[src/hw/urp_pkg.sv]
// Shared constants and types for the user request port
package urp_pkg;

   // ****************************************
   // Widths
   // ****************************************
   localparam int DATA_W = 64;
   localparam int MASK_W = 8;
   localparam int CHECK_W = 8;
   localparam int WORD_W = 72;
   localparam int LANES = 18;
   localparam int CMD_W = 3;
   localparam int REG_AW = 4;
   localparam int FIFO_DEPTH = 16;
   localparam int CNT_W = 16;

   // ****************************************
   // Command codes
   // ****************************************
   localparam logic [2:0] CMD_WRITE = 3'h0;
   localparam logic [2:0] CMD_READ = 3'h1;

   // ****************************************
   // Register map and fields
   // ****************************************
   localparam logic [3:0] REG_CTRL = 4'h0;
   localparam logic [3:0] REG_STATUS = 4'h4;
   localparam logic [3:0] REG_CMD_COUNT = 4'h8;
   localparam logic [3:0] REG_BAD_COUNT = 4'hc;
   localparam int CTRL_DDR4_BIT = 0;
   localparam int CTRL_ECC_BIT = 1;
   localparam int CTRL_MODE_LSB = 2;
   localparam int CTRL_DM_BIT = 4;
   localparam int CTRL_RECAL_BIT = 5;
   localparam logic [4:0] CTRL_RESET = 5'h10;
   localparam int STAT_DONE_BIT = 0;
   localparam int STAT_MASK_BIT = 1;
   localparam int STAT_BUSY_BIT = 2;
   localparam int STAT_LEVEL_LSB = 8;

   // DDR4 mask and inversion modes
   typedef enum logic [1:0] {
      URP_MODE_NONE = 2'h0,
      URP_MODE_MASK_WITHOUT_INVERSION = 2'h1,
      URP_MODE_MASK_WITH_READ_INVERSION = 2'h2,
      URP_MODE_INVERSION_ONLY = 2'h3
   } urp_mask_mode_e;

   // Calibration states, Gray from idle through run to done
   typedef enum logic [1:0] {
      URP_CAL_IDLE = 2'b00,
      URP_CAL_RUN = 2'b01,
      URP_CAL_DONE = 2'b11
   } urp_cal_e;

   // ****************************************
   // Timing
   // ****************************************
   localparam int CLK_PERIOD_PS = 40000;
   localparam int DRAM_CLOCK_RATIO = 4;
   localparam int CAL_TIME_NS = 2000;
   localparam int CAL_CYCLES = (CAL_TIME_NS * 1000 + CLK_PERIOD_PS - 1) / CLK_PERIOD_PS;

endpackage

[src/hw/urp_fifo.sv]
// Synchronous FIFO with valid and ready on both sides
`timescale 1ns/1ps
module urp_fifo #(
   parameter int WIDTH = 73,
   parameter int DEPTH = 16
) (
   input wire logic clock,
   input wire logic resetn,
   input wire logic in_valid,
   output logic in_ready,
   input wire logic [WIDTH-1:0] in_data,
   output logic out_valid,
   input wire logic out_ready,
   output logic [WIDTH-1:0] out_data,
   output logic [$clog2(DEPTH):0] level
);

   localparam int PW = $clog2(DEPTH);
   localparam logic [PW:0] FULL = (PW+1)'(DEPTH);

   logic [WIDTH-1:0] mem [DEPTH];
   logic [PW-1:0] wr_ptr_reg;
   logic [PW-1:0] rd_ptr_reg;
   logic [PW:0] count_reg;
   logic [PW:0] count_next;
   logic not_full_reg;
   logic push;
   logic pop;

   // Handshakes on both sides
   assign push = in_valid & not_full_reg;
   assign pop = out_valid & out_ready;
   assign in_ready = not_full_reg;
   assign out_valid = (count_reg != '0);
   assign out_data = mem[rd_ptr_reg];
   assign level = count_reg;

   // Occupancy after this edge
   always_comb begin
      count_next = count_reg;
      if (push && !pop) begin
         count_next = count_reg + 1'b1;
      end else if (pop && !push) begin
         count_next = count_reg - 1'b1;
      end
   end

   // Storage
   always_ff @(posedge clock) begin
      if (push) begin
         mem[wr_ptr_reg] <= in_data;
      end
   end

   // Pointers and level
   always_ff @(posedge clock or negedge resetn) begin
      if (!resetn) begin
         wr_ptr_reg <= '0;
         rd_ptr_reg <= '0;
         count_reg <= '0;
         not_full_reg <= 1'b1;
      end else begin
         if (push) begin
            wr_ptr_reg <= wr_ptr_reg + 1'b1;
         end
         if (pop) begin
            rd_ptr_reg <= rd_ptr_reg + 1'b1;
         end
         count_reg <= count_next;
         not_full_reg <= (count_next != FULL);
      end
   end

endmodule

[src/hw/urp_port.sv]
// Front-end request port of the DRAM controller
//
// Added by the designer: the placing of the registers and strobed register access.
`timescale 1ns/1ps
module urp_port #(
   parameter int ADDR_W = 29,
   parameter int CAL_COUNT = urp_pkg::CAL_CYCLES
) (
   input wire logic clock,
   input wire logic resetn,
   input wire logic [urp_pkg::REG_AW-1:0] reg_addr,
   input wire logic [31:0] reg_wdata,
   input wire logic reg_write,
   input wire logic reg_read,
   output logic [31:0] reg_rdata,
   input wire logic [ADDR_W-1:0] req_addr,
   input wire logic [urp_pkg::CMD_W-1:0] req_cmd,
   input wire logic req_auto_close,
   input wire logic req_strobe,
   input wire logic priority_reserved_input,
   output logic req_ready,
   input wire logic [urp_pkg::DATA_W-1:0] wr_data,
   input wire logic [urp_pkg::MASK_W-1:0] wr_mask,
   input wire logic wr_last,
   input wire logic wr_strobe,
   output logic wbuf_ready,
   output logic [urp_pkg::DATA_W-1:0] rd_data,
   output logic rd_valid,
   output logic rd_last,
   output logic front_end_reset,
   output logic training_done,
   output logic dram_cmd_valid,
   output logic [urp_pkg::CMD_W-1:0] dram_cmd_code,
   output logic [ADDR_W-1:0] dram_cmd_addr,
   output logic dram_cmd_a10,
   input wire logic dram_cmd_ready,
   output logic dram_wr_valid,
   output logic [urp_pkg::WORD_W-1:0] dram_wr_word,
   output logic [urp_pkg::LANES-1:0] dram_wr_lane_en,
   output logic dram_wr_last,
   input wire logic dram_wr_ready,
   input wire logic [urp_pkg::DATA_W-1:0] phy_rd_data,
   input wire logic phy_rd_valid,
   input wire logic phy_rd_last
);

   localparam int FW = urp_pkg::DATA_W + urp_pkg::MASK_W + 1;
   localparam int LW = $clog2(urp_pkg::FIFO_DEPTH) + 1;
   localparam logic [15:0] CAL_LAST = 16'(CAL_COUNT - 1);

   // ****************************************
   // Declarations
   // ****************************************
   logic [1:0] rst_sync_reg;
   urp_pkg::urp_cal_e cal_state_reg;
   urp_pkg::urp_cal_e cal_state_next;
   logic [15:0] cal_count_reg;
   logic [4:0] ctrl_reg;
   logic recal_reg;
   logic mask_active_reg;
   logic mask_active_next;
   urp_pkg::urp_mask_mode_e mode;
   logic [urp_pkg::CNT_W-1:0] cmd_count_reg;
   logic [urp_pkg::CNT_W-1:0] bad_count_reg;
   logic accept;
   logic is_column;
   logic slot_next;
   logic [31:0] status;
   logic [FW-1:0] fifo_in;
   logic [FW-1:0] fifo_out;
   logic fifo_out_valid;
   logic fifo_out_ready;
   logic [LW-1:0] fifo_level;
   logic load_out;
   logic [8:0] byte_en;
   logic [urp_pkg::CHECK_W-1:0] check;
   logic [urp_pkg::LANES-1:0] mem_strobe_en;
   logic [urp_pkg::LANES-1:0] lane_en;

   // ****************************************
   // Reset and calibration
   // ****************************************

   always_ff @(posedge clock or negedge resetn) begin
      if (!resetn) begin
         rst_sync_reg <= 2'b11;
      end else begin
         rst_sync_reg <= {rst_sync_reg[0], 1'b0};
      end
   end
   assign front_end_reset = rst_sync_reg[1];

   always_comb begin
      cal_state_next = cal_state_reg;
      case (cal_state_reg)
         urp_pkg::URP_CAL_IDLE: begin
            cal_state_next = urp_pkg::URP_CAL_RUN;
         end
         urp_pkg::URP_CAL_RUN: begin
            if (cal_count_reg == CAL_LAST) begin
               cal_state_next = urp_pkg::URP_CAL_DONE;
            end
         end
         urp_pkg::URP_CAL_DONE: begin
            if (recal_reg) begin
               cal_state_next = urp_pkg::URP_CAL_IDLE;
            end
         end
         default: begin
            cal_state_next = urp_pkg::URP_CAL_IDLE;
         end
      endcase
   end

   // State, counter and done flag
   always_ff @(posedge clock or negedge resetn) begin
      if (!resetn) begin
         cal_state_reg <= urp_pkg::URP_CAL_IDLE;
         cal_count_reg <= '0;
         training_done <= 1'b0;
      end else begin
         cal_state_reg <= cal_state_next;
         if (cal_state_reg == urp_pkg::URP_CAL_RUN) begin
            cal_count_reg <= cal_count_reg + 1'b1;
         end else begin
            cal_count_reg <= '0;
         end
         training_done <= (cal_state_next == urp_pkg::URP_CAL_DONE);
      end
   end

   // ****************************************
   // Register port
   // ****************************************
   assign mode = urp_pkg::urp_mask_mode_e'(ctrl_reg[urp_pkg::CTRL_MODE_LSB +: 2]);

   // where the byte mask is honoured
   always_comb begin
      if (ctrl_reg[urp_pkg::CTRL_DDR4_BIT]) begin
         mask_active_next = ctrl_reg[urp_pkg::CTRL_ECC_BIT] |
            (mode == urp_pkg::URP_MODE_MASK_WITHOUT_INVERSION) |
            (mode == urp_pkg::URP_MODE_MASK_WITH_READ_INVERSION);
      end else begin
         mask_active_next = ctrl_reg[urp_pkg::CTRL_DM_BIT];
      end
   end

   // Control writes and recalibrate pulse
   always_ff @(posedge clock or negedge resetn) begin
      if (!resetn) begin
         ctrl_reg <= urp_pkg::CTRL_RESET;
         recal_reg <= 1'b0;
         mask_active_reg <= 1'b0;
      end else begin
         recal_reg <= 1'b0;
         if (reg_write && reg_addr == urp_pkg::REG_CTRL) begin
            ctrl_reg <= reg_wdata[4:0];
            recal_reg <= reg_wdata[urp_pkg::CTRL_RECAL_BIT];
         end
         mask_active_reg <= mask_active_next;
      end
   end

   // Status word
   always_comb begin
      status = '0;
      status[urp_pkg::STAT_DONE_BIT] = training_done;
      status[urp_pkg::STAT_MASK_BIT] = mask_active_reg;
      status[urp_pkg::STAT_BUSY_BIT] = dram_cmd_valid;
      status[urp_pkg::STAT_LEVEL_LSB +: LW] = fifo_level;
   end

   // Read data for one cycle only; unmapped reads zero
   always_ff @(posedge clock or negedge resetn) begin
      if (!resetn) begin
         reg_rdata <= '0;
      end else begin
         reg_rdata <= '0;
         if (reg_read) begin
            case (reg_addr)
               urp_pkg::REG_CTRL: reg_rdata <= {27'h0, ctrl_reg};
               urp_pkg::REG_STATUS: reg_rdata <= status;
               urp_pkg::REG_CMD_COUNT: reg_rdata <= {16'h0, cmd_count_reg};
               urp_pkg::REG_BAD_COUNT: reg_rdata <= {16'h0, bad_count_reg};
               default: reg_rdata <= '0;
            endcase
         end
      end
   end

   // ****************************************
   // Command path
   // ****************************************

   // taken on strobe while ready; priority ignored
   assign accept = req_strobe & req_ready;
   assign is_column = (req_cmd == urp_pkg::CMD_WRITE) | (req_cmd == urp_pkg::CMD_READ);
   assign slot_next = accept | (dram_cmd_valid & ~dram_cmd_ready);

   // ready only with slot free after calibration
   always_ff @(posedge clock or negedge resetn) begin
      if (!resetn) begin
         req_ready <= 1'b0;
         dram_cmd_valid <= 1'b0;
      end else begin
         req_ready <= (cal_state_next == urp_pkg::URP_CAL_DONE) & ~slot_next;
         dram_cmd_valid <= slot_next;
      end
   end

   // command sampled with address; refused ones stay out
   always_ff @(posedge clock or negedge resetn) begin
      if (!resetn) begin
         dram_cmd_code <= '0;
         dram_cmd_addr <= '0;
         dram_cmd_a10 <= 1'b0;
      end else if (accept) begin
         dram_cmd_code <= req_cmd;
         dram_cmd_addr <= req_addr;
         dram_cmd_a10 <= req_auto_close & is_column;
      end
   end

   // Accepted and unknown command counters; write clears
   always_ff @(posedge clock or negedge resetn) begin
      if (!resetn) begin
         cmd_count_reg <= '0;
         bad_count_reg <= '0;
      end else begin
         if (reg_write && reg_addr == urp_pkg::REG_CMD_COUNT) begin
            cmd_count_reg <= '0;
         end else if (accept) begin
            cmd_count_reg <= cmd_count_reg + 1'b1;
         end
         if (reg_write && reg_addr == urp_pkg::REG_BAD_COUNT) begin
            bad_count_reg <= '0;
         end else if (accept && !is_column) begin
            bad_count_reg <= bad_count_reg + 1'b1;
         end
      end
   end

   // ****************************************
   // Write data path
   // ****************************************

   // last marker stored with its word
   assign fifo_in = {wr_last, wr_mask, wr_data};

   // transfer on write strobe and buffer ready
   urp_fifo #(
      .WIDTH(FW),
      .DEPTH(urp_pkg::FIFO_DEPTH)
   ) u_wbuf (
      .clock(clock),
      .resetn(resetn),
      .in_valid(wr_strobe),
      .in_ready(wbuf_ready),
      .in_data(fifo_in),
      .out_valid(fifo_out_valid),
      .out_ready(fifo_out_ready),
      .out_data(fifo_out),
      .level(fifo_level)
   );

   // Drain into output stage, stalled by the DRAM side
   assign fifo_out_ready = ~dram_wr_valid | dram_wr_ready;
   assign load_out = fifo_out_valid & fifo_out_ready;

   // Per-byte enables and check bits
   genvar gi;
   generate
      for (gi = 0; gi < 9; gi++) begin : g_byte
         if (gi < 8) begin : g_data
            assign byte_en[gi] = ~mask_active_reg | ~fifo_out[urp_pkg::DATA_W + gi];
            assign check[gi] = ^fifo_out[8*gi +: 8];
         end else begin : g_check
            assign byte_en[gi] = ctrl_reg[urp_pkg::CTRL_ECC_BIT];
         end
         // Low nibble by strobe gi, high nibble by strobe gi+9
         assign mem_strobe_en[gi] = byte_en[gi];
         assign mem_strobe_en[gi + 9] = byte_en[gi];
         assign lane_en[2*gi] = mem_strobe_en[gi];
         assign lane_en[2*gi + 1] = mem_strobe_en[gi + 9];
      end
   endgenerate

   // Output stage toward the DRAM side
   always_ff @(posedge clock or negedge resetn) begin
      if (!resetn) begin
         dram_wr_valid <= 1'b0;
         dram_wr_word <= '0;
         dram_wr_lane_en <= '0;
         dram_wr_last <= 1'b0;
      end else begin
         if (load_out) begin
            dram_wr_valid <= 1'b1;
         end else if (dram_wr_ready) begin
            dram_wr_valid <= 1'b0;
         end
         if (load_out) begin
            dram_wr_word <= {check & {8{ctrl_reg[urp_pkg::CTRL_ECC_BIT]}},
                             fifo_out[urp_pkg::DATA_W-1:0]};
            dram_wr_lane_en <= lane_en;
            dram_wr_last <= fifo_out[FW-1];
         end
      end
   end

   // ****************************************
   // Read return path
   // ****************************************

   always_ff @(posedge clock or negedge resetn) begin
      if (!resetn) begin
         rd_valid <= 1'b0;
         rd_last <= 1'b0;
         rd_data <= '0;
      end else begin
         rd_valid <= phy_rd_valid;
         // last only on a valid word
         rd_last <= phy_rd_valid & phy_rd_last;
         if (phy_rd_valid) begin
            rd_data <= phy_rd_data;
         end
      end
   end

endmodule

[config.mk]
export PLATFORM = sky130hd
export DESIGN_NAME = urp_port
export DESIGN_NICKNAME = d
export VERILOG_FILES = /design/src/hw/urp_pkg.sv /design/src/hw/urp_fifo.sv /design/src/hw/urp_port.sv
export SDC_FILE = /design/constraint.sdc
export NUM_CORES = 1
export LEC_CHECK = 0
export ABC_AREA = 1
export BUFFER_PORTS_ARGS = -buffer_cell sky130_fd_sc_hd__buf_2
export CAP_MARGIN = 20
export CORE_MARGIN = 1.5
export CORE_UTILIZATION = 45
export DETAILED_ROUTE_END_ITERATION = 6
export SLEW_MARGIN = 20
export SYNTH_ARGS = -nofsm -noshare
export SYNTH_HDL_FRONTEND = slang
export SYNTH_SLANG_ARGS = --single-unit
export TNS_END_PERCENT = 5
[constraint.sdc]
create_clock -name clock -period 4.2 [get_ports clock]
set_clock_uncertainty 0.2 [all_clocks]
set_input_delay 0.84 -clock clock [delete_from_list [all_inputs] [get_ports clock]]
set_output_delay 0.84 -clock clock [all_outputs]
set_load 0.02 [all_outputs]
==> flow_metrics.env, run 1 <==
export IMPL_final_critical_path_setup_slack_ps=858
export IMPL_fin_setup_tns_ps=0
export IMPL_clkTransAtPathRegs_ps=60
export IMPL_cts_root_buf="sky130_fd_sc_hd__clkbuf_16"
export IMPL_tritoncts_num_sinks=1442
export IMPL_grt_setup_unrepaired="no"
export IMPL_via_count_of_the_first_global_routing_pass=37800
export IMPL_timing_critical_path_arrival_ps=3810
export IMPL_groute_usage_overall_pct=23.3
export IMPL_route_detailed_wl_per_inst_um=20.2
export IMPL_placed_cells=7638
export IMPL_globalRouteOverflowTotal=0
export IMPL_final_gp_congestion=0.823
export IMPL_reg_largest_list="u_wbuf.mem (1168), dram_wr_word (72), rd_data (64)"
export IMPL_worstSetupEndpointType="flop"
export IMPL_postSynthCellCount=5650
export IMPL_postSynthRegisterBits=1442
export IMPL_antenna_found_initial=32
export IMPL_detailed_place_hpwl_um=88100
export IMPL_cts_hold_buf=2
export IMPL_transition_time_at_the_pin_with_the_least_slew_margin_ps=977
export IMPL_largest_register="u_wbuf.mem"
export IMPL_fp_dieArea_mm2=0.136
export IMPL_most_common_layout_cells="sky130_fd_sc_hd__nand2_1 (1982), sky130_fd_sc_hd__edfxtp_1 (1168), sky130_fd_sc_hd__nand3_1 (573)"
export IMPL_critical_path_start="u_wbuf.rd_ptr_reg[0]$_DFFE_PN0P_"
export IMPL_timing_hold_worst_class="input pin to flop"
export IMPL_layout_area_overhead_vs_synth_pct=15.0
export IMPL_fp_coreArea_mm2=0.133
export IMPL_dp_worst_setup_slack_ps=839
export IMPL_die_width_um=369
export IMPL_pin_count=445
export IMPL_timing_critical_path_required_ps=4660
export IMPL_finish_net_count=6252
export IMPL_maxSlewHeadroom_pct=34.8
export IMPL_drt_vias_per_instance=5.14
export IMPL_vias=40700
export IMPL_number_of_instances_resized_during_post_cts_repair=0
export IMPL_sequential_fraction_of_the_synthesis_area_pct=69.6
export IMPL_setup_viol_count_final=0
export IMPL_worst_path_fanout_max=90
export IMPL_post_synth_instance_area_mm2=0.0603
export IMPL_fmax_ghz=0.299
export IMPL_largest_reg_flops=1168
export IMPL_final_hold_violation_count=0
export IMPL_mostFrequentLayoutCell="sky130_fd_sc_hd__nand2_1"
export IMPL_tritoncts_num_buffers=150
export IMPL_layout_min_cycle_time_ps=3340
export IMPL_critical_path_class="flop to flop"
export IMPL_antenna_violating_nets_post_route=0
export IMPL_drv_slew=0
export IMPL_leakage_nw=28.9
export IMPL_die_y_extent_um=369
export IMPL_vdd_ir_drop_max_mv=0.639
export IMPL_detailedRoute_firstIterationViolations=3862
export IMPL_final_period_utilization_pct=79.6
export IMPL_cts_setup_buffers=0
export IMPL_postLayoutCoreUtil_pct=52.1
export IMPL_totalWireLength_um=160000
export IMPL_reg2reg_from="u_wbuf.rd_ptr_reg[0]$_DFFE_PN0P_"
export IMPL_startpoint_type="flop"
export IMPL_route_detailed_drc=0
export IMPL_grt_max_degree=121
export IMPL_yosys_most_used_dff="sky130_fd_sc_hd__edfxtp_1"
export IMPL_htree_num_levels=4
export IMPL_ys_warn_count=0
export IMPL_post_synth_num_cell_types=39
export IMPL_rows=134
export IMPL_holdPathStages=3
export IMPL_pwr_density_cell_mw_per_mm2=704
export IMPL_port_buffers=401
export IMPL_start_util_pct=45.3
export IMPL_tritoncts_clock_tree="done"
export IMPL_finalHoldWorstSlack_ps=61.5
export IMPL_asyncSetResetFlopFracSynth_pct=19.0
export IMPL_min_to="dram_cmd_addr[7]$_DFFE_PN0P_"
export IMPL_insertion_delay_ps=780
export IMPL_synth_edf_count=1168
export IMPL_run_status="finished, final reports clean"
export IMPL_drt_first_pass_iters=5
export IMPL_hold_path_startpoint="req_addr[7]"
export IMPL_finish_cell_count_without_fillers=7929
export IMPL_r2r_end="dram_wr_word[66]$_DFFE_PN0P_"
export IMPL_grt_pass1_wl_um=236000
export IMPL_drive_gt1_share_pct=14.0
export IMPL_maxCapViolations=0
export IMPL_syn_avg_cell_area_um2=10.7
export IMPL_ctsLongestPathBuffers=3
export IMPL_rr_worst_depth=15
export IMPL_ff2ff_setup_slack_ps=860
[area by class of cell]
| class | instances | area (um^2) |
|---|---|---|
| Clock buffer | 210 | 4120 |
| Multi-Input combinational cell | 3424 | 15200 |
| Clock inverter | 64 | 607 |
| Fill cell | 11500 | 63800 |
| Sequential cell | 1442 | 42000 |
| Timing Repair Buffer | 509 | 3310 |
| Inverter | 497 | 1890 |
| Antenna cell | 15 | 37.5 |
| Tap cell | 1768 | 2210 |
[cells by family (layout without fill, tap and decap cells)]
| kind of cell | after synthesis | count (layout) | synth area share (%) |
|---|---|---|---|
| AO/OA/AOI/OAI | 398 | 398 | 3.62 |
| XOR/XNOR | 13 | 13 | 0.189 |
| adder cells (fa/ha/maj) | 11 | 11 | 0.228 |
| buffers and inverters | 800 | 1280 | 5.57 |
| flip-flops | 1442 | 1442 | 69.6 |
| multiplexers | 66 | 66 | 1.23 |
| other | 1 | 32 | 0.00622 |
| AND/OR/NAND/NOR | 2919 | 2919 | 19.6 |
[cells in the mapped netlist, types with 37 or more instances]
cell / instances / area [um^2]
sky130_fd_sc_hd__buf_2: 135 / 676
sky130_fd_sc_hd__edfxtp_1: 1168 / 35100
sky130_fd_sc_hd__o21ai_0: 237 / 1190
sky130_fd_sc_hd__inv_2: 46 / 173
sky130_fd_sc_hd__clkbuf_1: 97 / 364
sky130_fd_sc_hd__nor2_1: 312 / 1170
sky130_fd_sc_hd__buf_4: 37 / 278
sky130_fd_sc_hd__mux2_2: 66 / 743
sky130_fd_sc_hd__dfrtp_1: 270 / 6760
sky130_fd_sc_hd__nand2_1: 1983 / 7440
sky130_fd_sc_hd__a21oi_1: 45 / 225
sky130_fd_sc_hd__nand3_1: 573 / 2870
sky130_fd_sc_hd__o22ai_1: 42 / 263
sky130_fd_sc_hd__inv_1: 446 / 1670
[layer usage]
metal	track usage, %	wire [um]	up-vias
met5	0	106	-
met4	7.39	4220	16
met3	4.68	12100	266
met2	36.4	73300	1380
met1	32.6	70100	19500
li1	-	-	19600
[where the power goes]
group	switching, mW	leakage (nW)	total, mW	internal [mW]
Sequential	0.659	13.9	17.9	17.3
Combinational	13.1	12.7	18.1	4.98
Clock	5.53	2.31	12.8	7.27
[how the worst max path moves through the flow]
stage                                    to  slack, ps  depth (start not counted)
3_3_place_gp   dram_wr_word[66]$_DFFE_PN0P_        870                         15
6_report       dram_wr_word[66]$_DFFE_PN0P_        860                         15
3_5_place_dp   dram_wr_word[66]$_DFFE_PN0P_        840                         15
4_1_cts        dram_wr_word[66]$_DFFE_PN0P_        840                         15
5_1_grt        dram_wr_word[68]$_DFFE_PN0P_        580                         16
2_1_floorplan   u_wbuf.mem[11][0]$_DFFE_PP_       -730                          4
[critical path, stage by stage, from the launching register on]
cell and delay [ps]:
sky130_fd_sc_hd__dfrtp_4 660, sky130_fd_sc_hd__inv_8 530, sky130_fd_sc_hd__buf_4 320, sky130_fd_sc_hd__nand2_1 80, sky130_fd_sc_hd__nand3_1 80, sky130_fd_sc_hd__nand3_1 70
sky130_fd_sc_hd__nand3_1 140, sky130_fd_sc_hd__nand2_1 90, sky130_fd_sc_hd__nand2_1 90, sky130_fd_sc_hd__inv_1 40, sky130_fd_sc_hd__nor2_1 140, sky130_fd_sc_hd__nand2_1 80
sky130_fd_sc_hd__nand2_1 330, sky130_fd_sc_hd__nand2_1 100, sky130_fd_sc_hd__nand3_1 150, sky130_fd_sc_hd__nand2_1 60
[stage by stage]
stage	total power [mW]	area (um^2)
floorplan	30.0	60300
CTS	49.1	69300
global placement	36.0	64500
finish	48.8	69300
detailed placement	36.3	64500
global route	51.8	69300
No activity file was read; power rests on OpenSTA's default activity.
==> run 2: changes to the inputs <==
- ABC_AREA: 1 -> 0
- PLACE_DENSITY: unset -> 0.65
- clock period: 4.2 -> 3 ns (I/O delays scaled with it)
==> flow_metrics.env, run 2 <==
export IMPL_run_status="finished, final reports clean"
export IMPL_holdPathStages=3
export IMPL_yosys_most_used_dff="sky130_fd_sc_hd__edfxtp_1"
export IMPL_tritoncts_clock_tree="done"
export IMPL_drv_slew=0
export IMPL_ys_warn_count=0
export IMPL_layout_min_cycle_time_ps=2970
export IMPL_drive_gt1_share_pct=36.5
export IMPL_vias=30200
export IMPL_highest_signal_layer_in_the_routed_design="met5"
export IMPL_fp_dieArea_mm2=0.125
export IMPL_clkTransAtPathRegs_ps=60
export IMPL_globalRouteOverflowTotal=0
export IMPL_leakage_nw=25.3
export IMPL_die_y_extent_um=353
export IMPL_power_clock_fraction_pct=27.1
export IMPL_final_hold_violation_count=0
export IMPL_finish_net_count=3951
export IMPL_netlist_top_cells_area="sky130_fd_sc_hd__edfxtp_1 (63%), sky130_fd_sc_hd__mux4_2 (12%), sky130_fd_sc_hd__dfrtp_1 (12%)"
export IMPL_antenna_violating_nets_post_route=0
export IMPL_postLayoutCoreUtil_pct=56.9
export IMPL_detailroute_wirelength_met2_um=68300
export IMPL_sequential_fraction_of_the_synthesis_area_pct=75.9
export IMPL_maxSlewHeadroom_pct=49.9
export IMPL_drt_first_pass_iters=7
export IMPL_pwr_density_cell_mw_per_mm2=988
export IMPL_synth_top_area_share_pct=63.5
export IMPL_post_synth_top_count_cell="sky130_fd_sc_hd__edfxtp_1"
export IMPL_grt_pass1_wl_um=207000
export IMPL_postSynthCellCount=2867
export IMPL_grt_max_degree=77
export IMPL_port_buffers=401
export IMPL_totalWireLength_um=140000
export IMPL_startpoint_type="flop"
export IMPL_timing_critical_path_arrival_ps=3420
export IMPL_fp_coreArea_mm2=0.122
export IMPL_p_sw_share_pct=32.0
export IMPL_detailed_place_hpwl_um=84500
export IMPL_groute_usage_overall_pct=22.6
export IMPL_postSynthRegisterBits=1442
export IMPL_pin_count=445
export IMPL_netlist_top_cells_count="sky130_fd_sc_hd__edfxtp_1 (1168), sky130_fd_sc_hd__nand2_1 (393), sky130_fd_sc_hd__mux4_2 (301)"
export IMPL_most_common_layout_cells="sky130_fd_sc_hd__edfxtp_1 (1168), sky130_fd_sc_hd__buf_2 (400), sky130_fd_sc_hd__nand2_1 (354)"
export IMPL_final_period_utilization_pct=99.0
export IMPL_rr_worst_depth=12
export IMPL_setup_viol_count_final=0
export IMPL_route_detailed_wl_per_inst_um=25.6
export IMPL_layout_area_overhead_vs_synth_pct=25.5
export IMPL_asyncSetResetFlopFracSynth_pct=19.0
export IMPL_transition_time_at_the_pin_with_the_least_slew_margin_ps=751
export IMPL_grt_setup_unrepaired="yes"
export IMPL_largest_reg_flops=1168
export IMPL_mostFrequentLayoutCell="sky130_fd_sc_hd__edfxtp_1"
export IMPL_cell_internal_pwr_mw=46.6
export IMPL_cts_root_buf="sky130_fd_sc_hd__clkbuf_16"
export IMPL_largest_register="u_wbuf.mem"
export IMPL_final_gp_congestion=0.795
export IMPL_power_net_switching_mw=21.9
export IMPL_syn_avg_cell_area_um2=19.3
export IMPL_synth_edf_count=1168
export IMPL_die_width_um=353
export IMPL_post_synth_instance_area_mm2=0.0553
export IMPL_detailedRoute_firstIterationViolations=2823
export IMPL_tritoncts_num_sinks=1442
export IMPL_tritoncts_num_buffers=152
export IMPL_critical_path_class="flop to flop"
export IMPL_worstSetupEndpointType="flop"
export IMPL_p_total_mw=68.5
export IMPL_synth_top_area_cell="sky130_fd_sc_hd__edfxtp_1"
export IMPL_power_combinational_fraction_pct=36.6
export IMPL_worst_path_fanout_max=6
export IMPL_route_detailed_drc=0
export IMPL_met1Wirelength_um=59100
export IMPL_ctsLongestPathBuffers=3
export IMPL_fmax_ghz=0.337
export IMPL_timing_hold_worst_class="input pin to flop"
export IMPL_drt_vias_per_instance=5.52
export IMPL_reg_largest_list="u_wbuf.mem (1168), dram_wr_word (72), rd_data (64)"
export IMPL_met3RoutedLength_um=9780
export IMPL_post_synth_num_cell_types=45
export IMPL_maxCapViolations=0
export IMPL_antenna_found_initial=10
export IMPL_rows=128
export IMPL_timing_critical_path_required_ps=3450
export IMPL_insertion_delay_ps=790
export IMPL_htree_num_levels=4
export IMPL_via_count_of_the_first_global_routing_pass=31200
export IMPL_seq_pwr_share_pct=36.3
export IMPL_start_util_pct=45.3
export IMPL_vdd_ir_drop_max_mv=0.774
run 2: metal layers:
layer	vias up	global-route usage (%)
met1	15900	31.4
li1	13000	-
met4	8	5.48
met2	1213	36.8
met3	188	4.73
met5	-	0
run 2: path summary, 6_finish.rpt:
kind | startpoint | end | slack, ps
worst max-delay path | u_wbuf.rd_ptr_reg[0]$_DFFE_PN0P_ | dram_wr_word[67]$_DFFE_PN0P_ | 30
worst min-delay path | wr_strobe | u_wbuf.wr_ptr_reg[0]$_DFFE_PN0P_ | 130
worst max register to register | u_wbuf.rd_ptr_reg[0]$_DFFE_PN0P_ | dram_wr_word[67]$_DFFE_PN0P_ | 30
worst min register to register | rst_sync_reg[0]$_DFF_PN1_ | rst_sync_reg[1]$_DFF_PN1_ | 150
max in group asynchronous | resetn | rst_sync_reg[1]$_DFF_PN1_ | 1640
min in group asynchronous | resetn | reg_rdata[9]$_DFF_PN0_ | 240
run 2: power by group through the flow:
stage	Combinational, mW	Sequential [mW]	Clock [mW]
after detailed placement	22.5	25.3	0
after global placement	22.4	25.2	0
after floorplan	12.9	25.8	0
after CTS	24.3	24.9	18.9
final	25.1	24.9	18.5
after global routing	26.6	25.1	19.7
run 2: layout make-up:
class	count	area (um^2)
Multi-Input combinational cell	1260	13100
Tap cell	1625	2030
Sequential cell	1442	41900
Antenna cell	3	7.51
Clock buffer	217	4310
Clock inverter	63	727
Fill cell	8989	52600
Inverter	13	48.8
Timing Repair Buffer	854	7120
run 2: kinds of logic after synthesis:
family	Yosys count	share of synthesized area, %
flip-flops	1442	75.9
AND/OR/NAND/NOR	561	4.15
multiplexers	372	13.7
AO/OA/AOI/OAI	192	2.55
buffers and inverters	181	1.74
XOR/XNOR	107	1.70
adder cells (fa/ha/maj)	11	0.249
other	1	0.00679
run 2: what timing repair did:
item,4_1_cts,5_1_grt
hold buffers,182,0
pin swaps,21,29
gates cloned,5,3
gates resized for setup,75,59
hold endpoints to repair,1340,0
setup buffers,27,6
setup endpoints to repair,12,14
run 2: stage by stage:
step / hold slack, ps / TNS, ps / setup slack, ps / instances / area [um^2]
2_1_floorplan: 104 / -428990 / -694 / 2883 / 55500
3_3_place_gp: 147 / -829 / -218 / 4972 / 61300
3_5_place_dp: 147 / -922 / -239 / 4972 / 61300
5_1_grt: 138 / -303 / -52.0 / 5474 / 69300
4_1_cts: 63.8 / -41.6 / -20.0 / 5466 / 68900
6_report: 127 / 0 / 30.8 / 5477 / 69300
run 2: worst max-delay path: stages, from the launching register on:
cell                      delay, ps
sky130_fd_sc_hd__dfrtp_4        530
sky130_fd_sc_hd__buf_6          150
sky130_fd_sc_hd__buf_12         140
sky130_fd_sc_hd__buf_16         150
sky130_fd_sc_hd__buf_16         150
sky130_fd_sc_hd__buf_12         130
sky130_fd_sc_hd__mux4_2         410
sky130_fd_sc_hd__a22oi_1        230
sky130_fd_sc_hd__nand2_2        120
sky130_fd_sc_hd__xnor2_2        150
sky130_fd_sc_hd__xnor2_1        130
sky130_fd_sc_hd__xnor2_1        150
sky130_fd_sc_hd__a22o_1         210
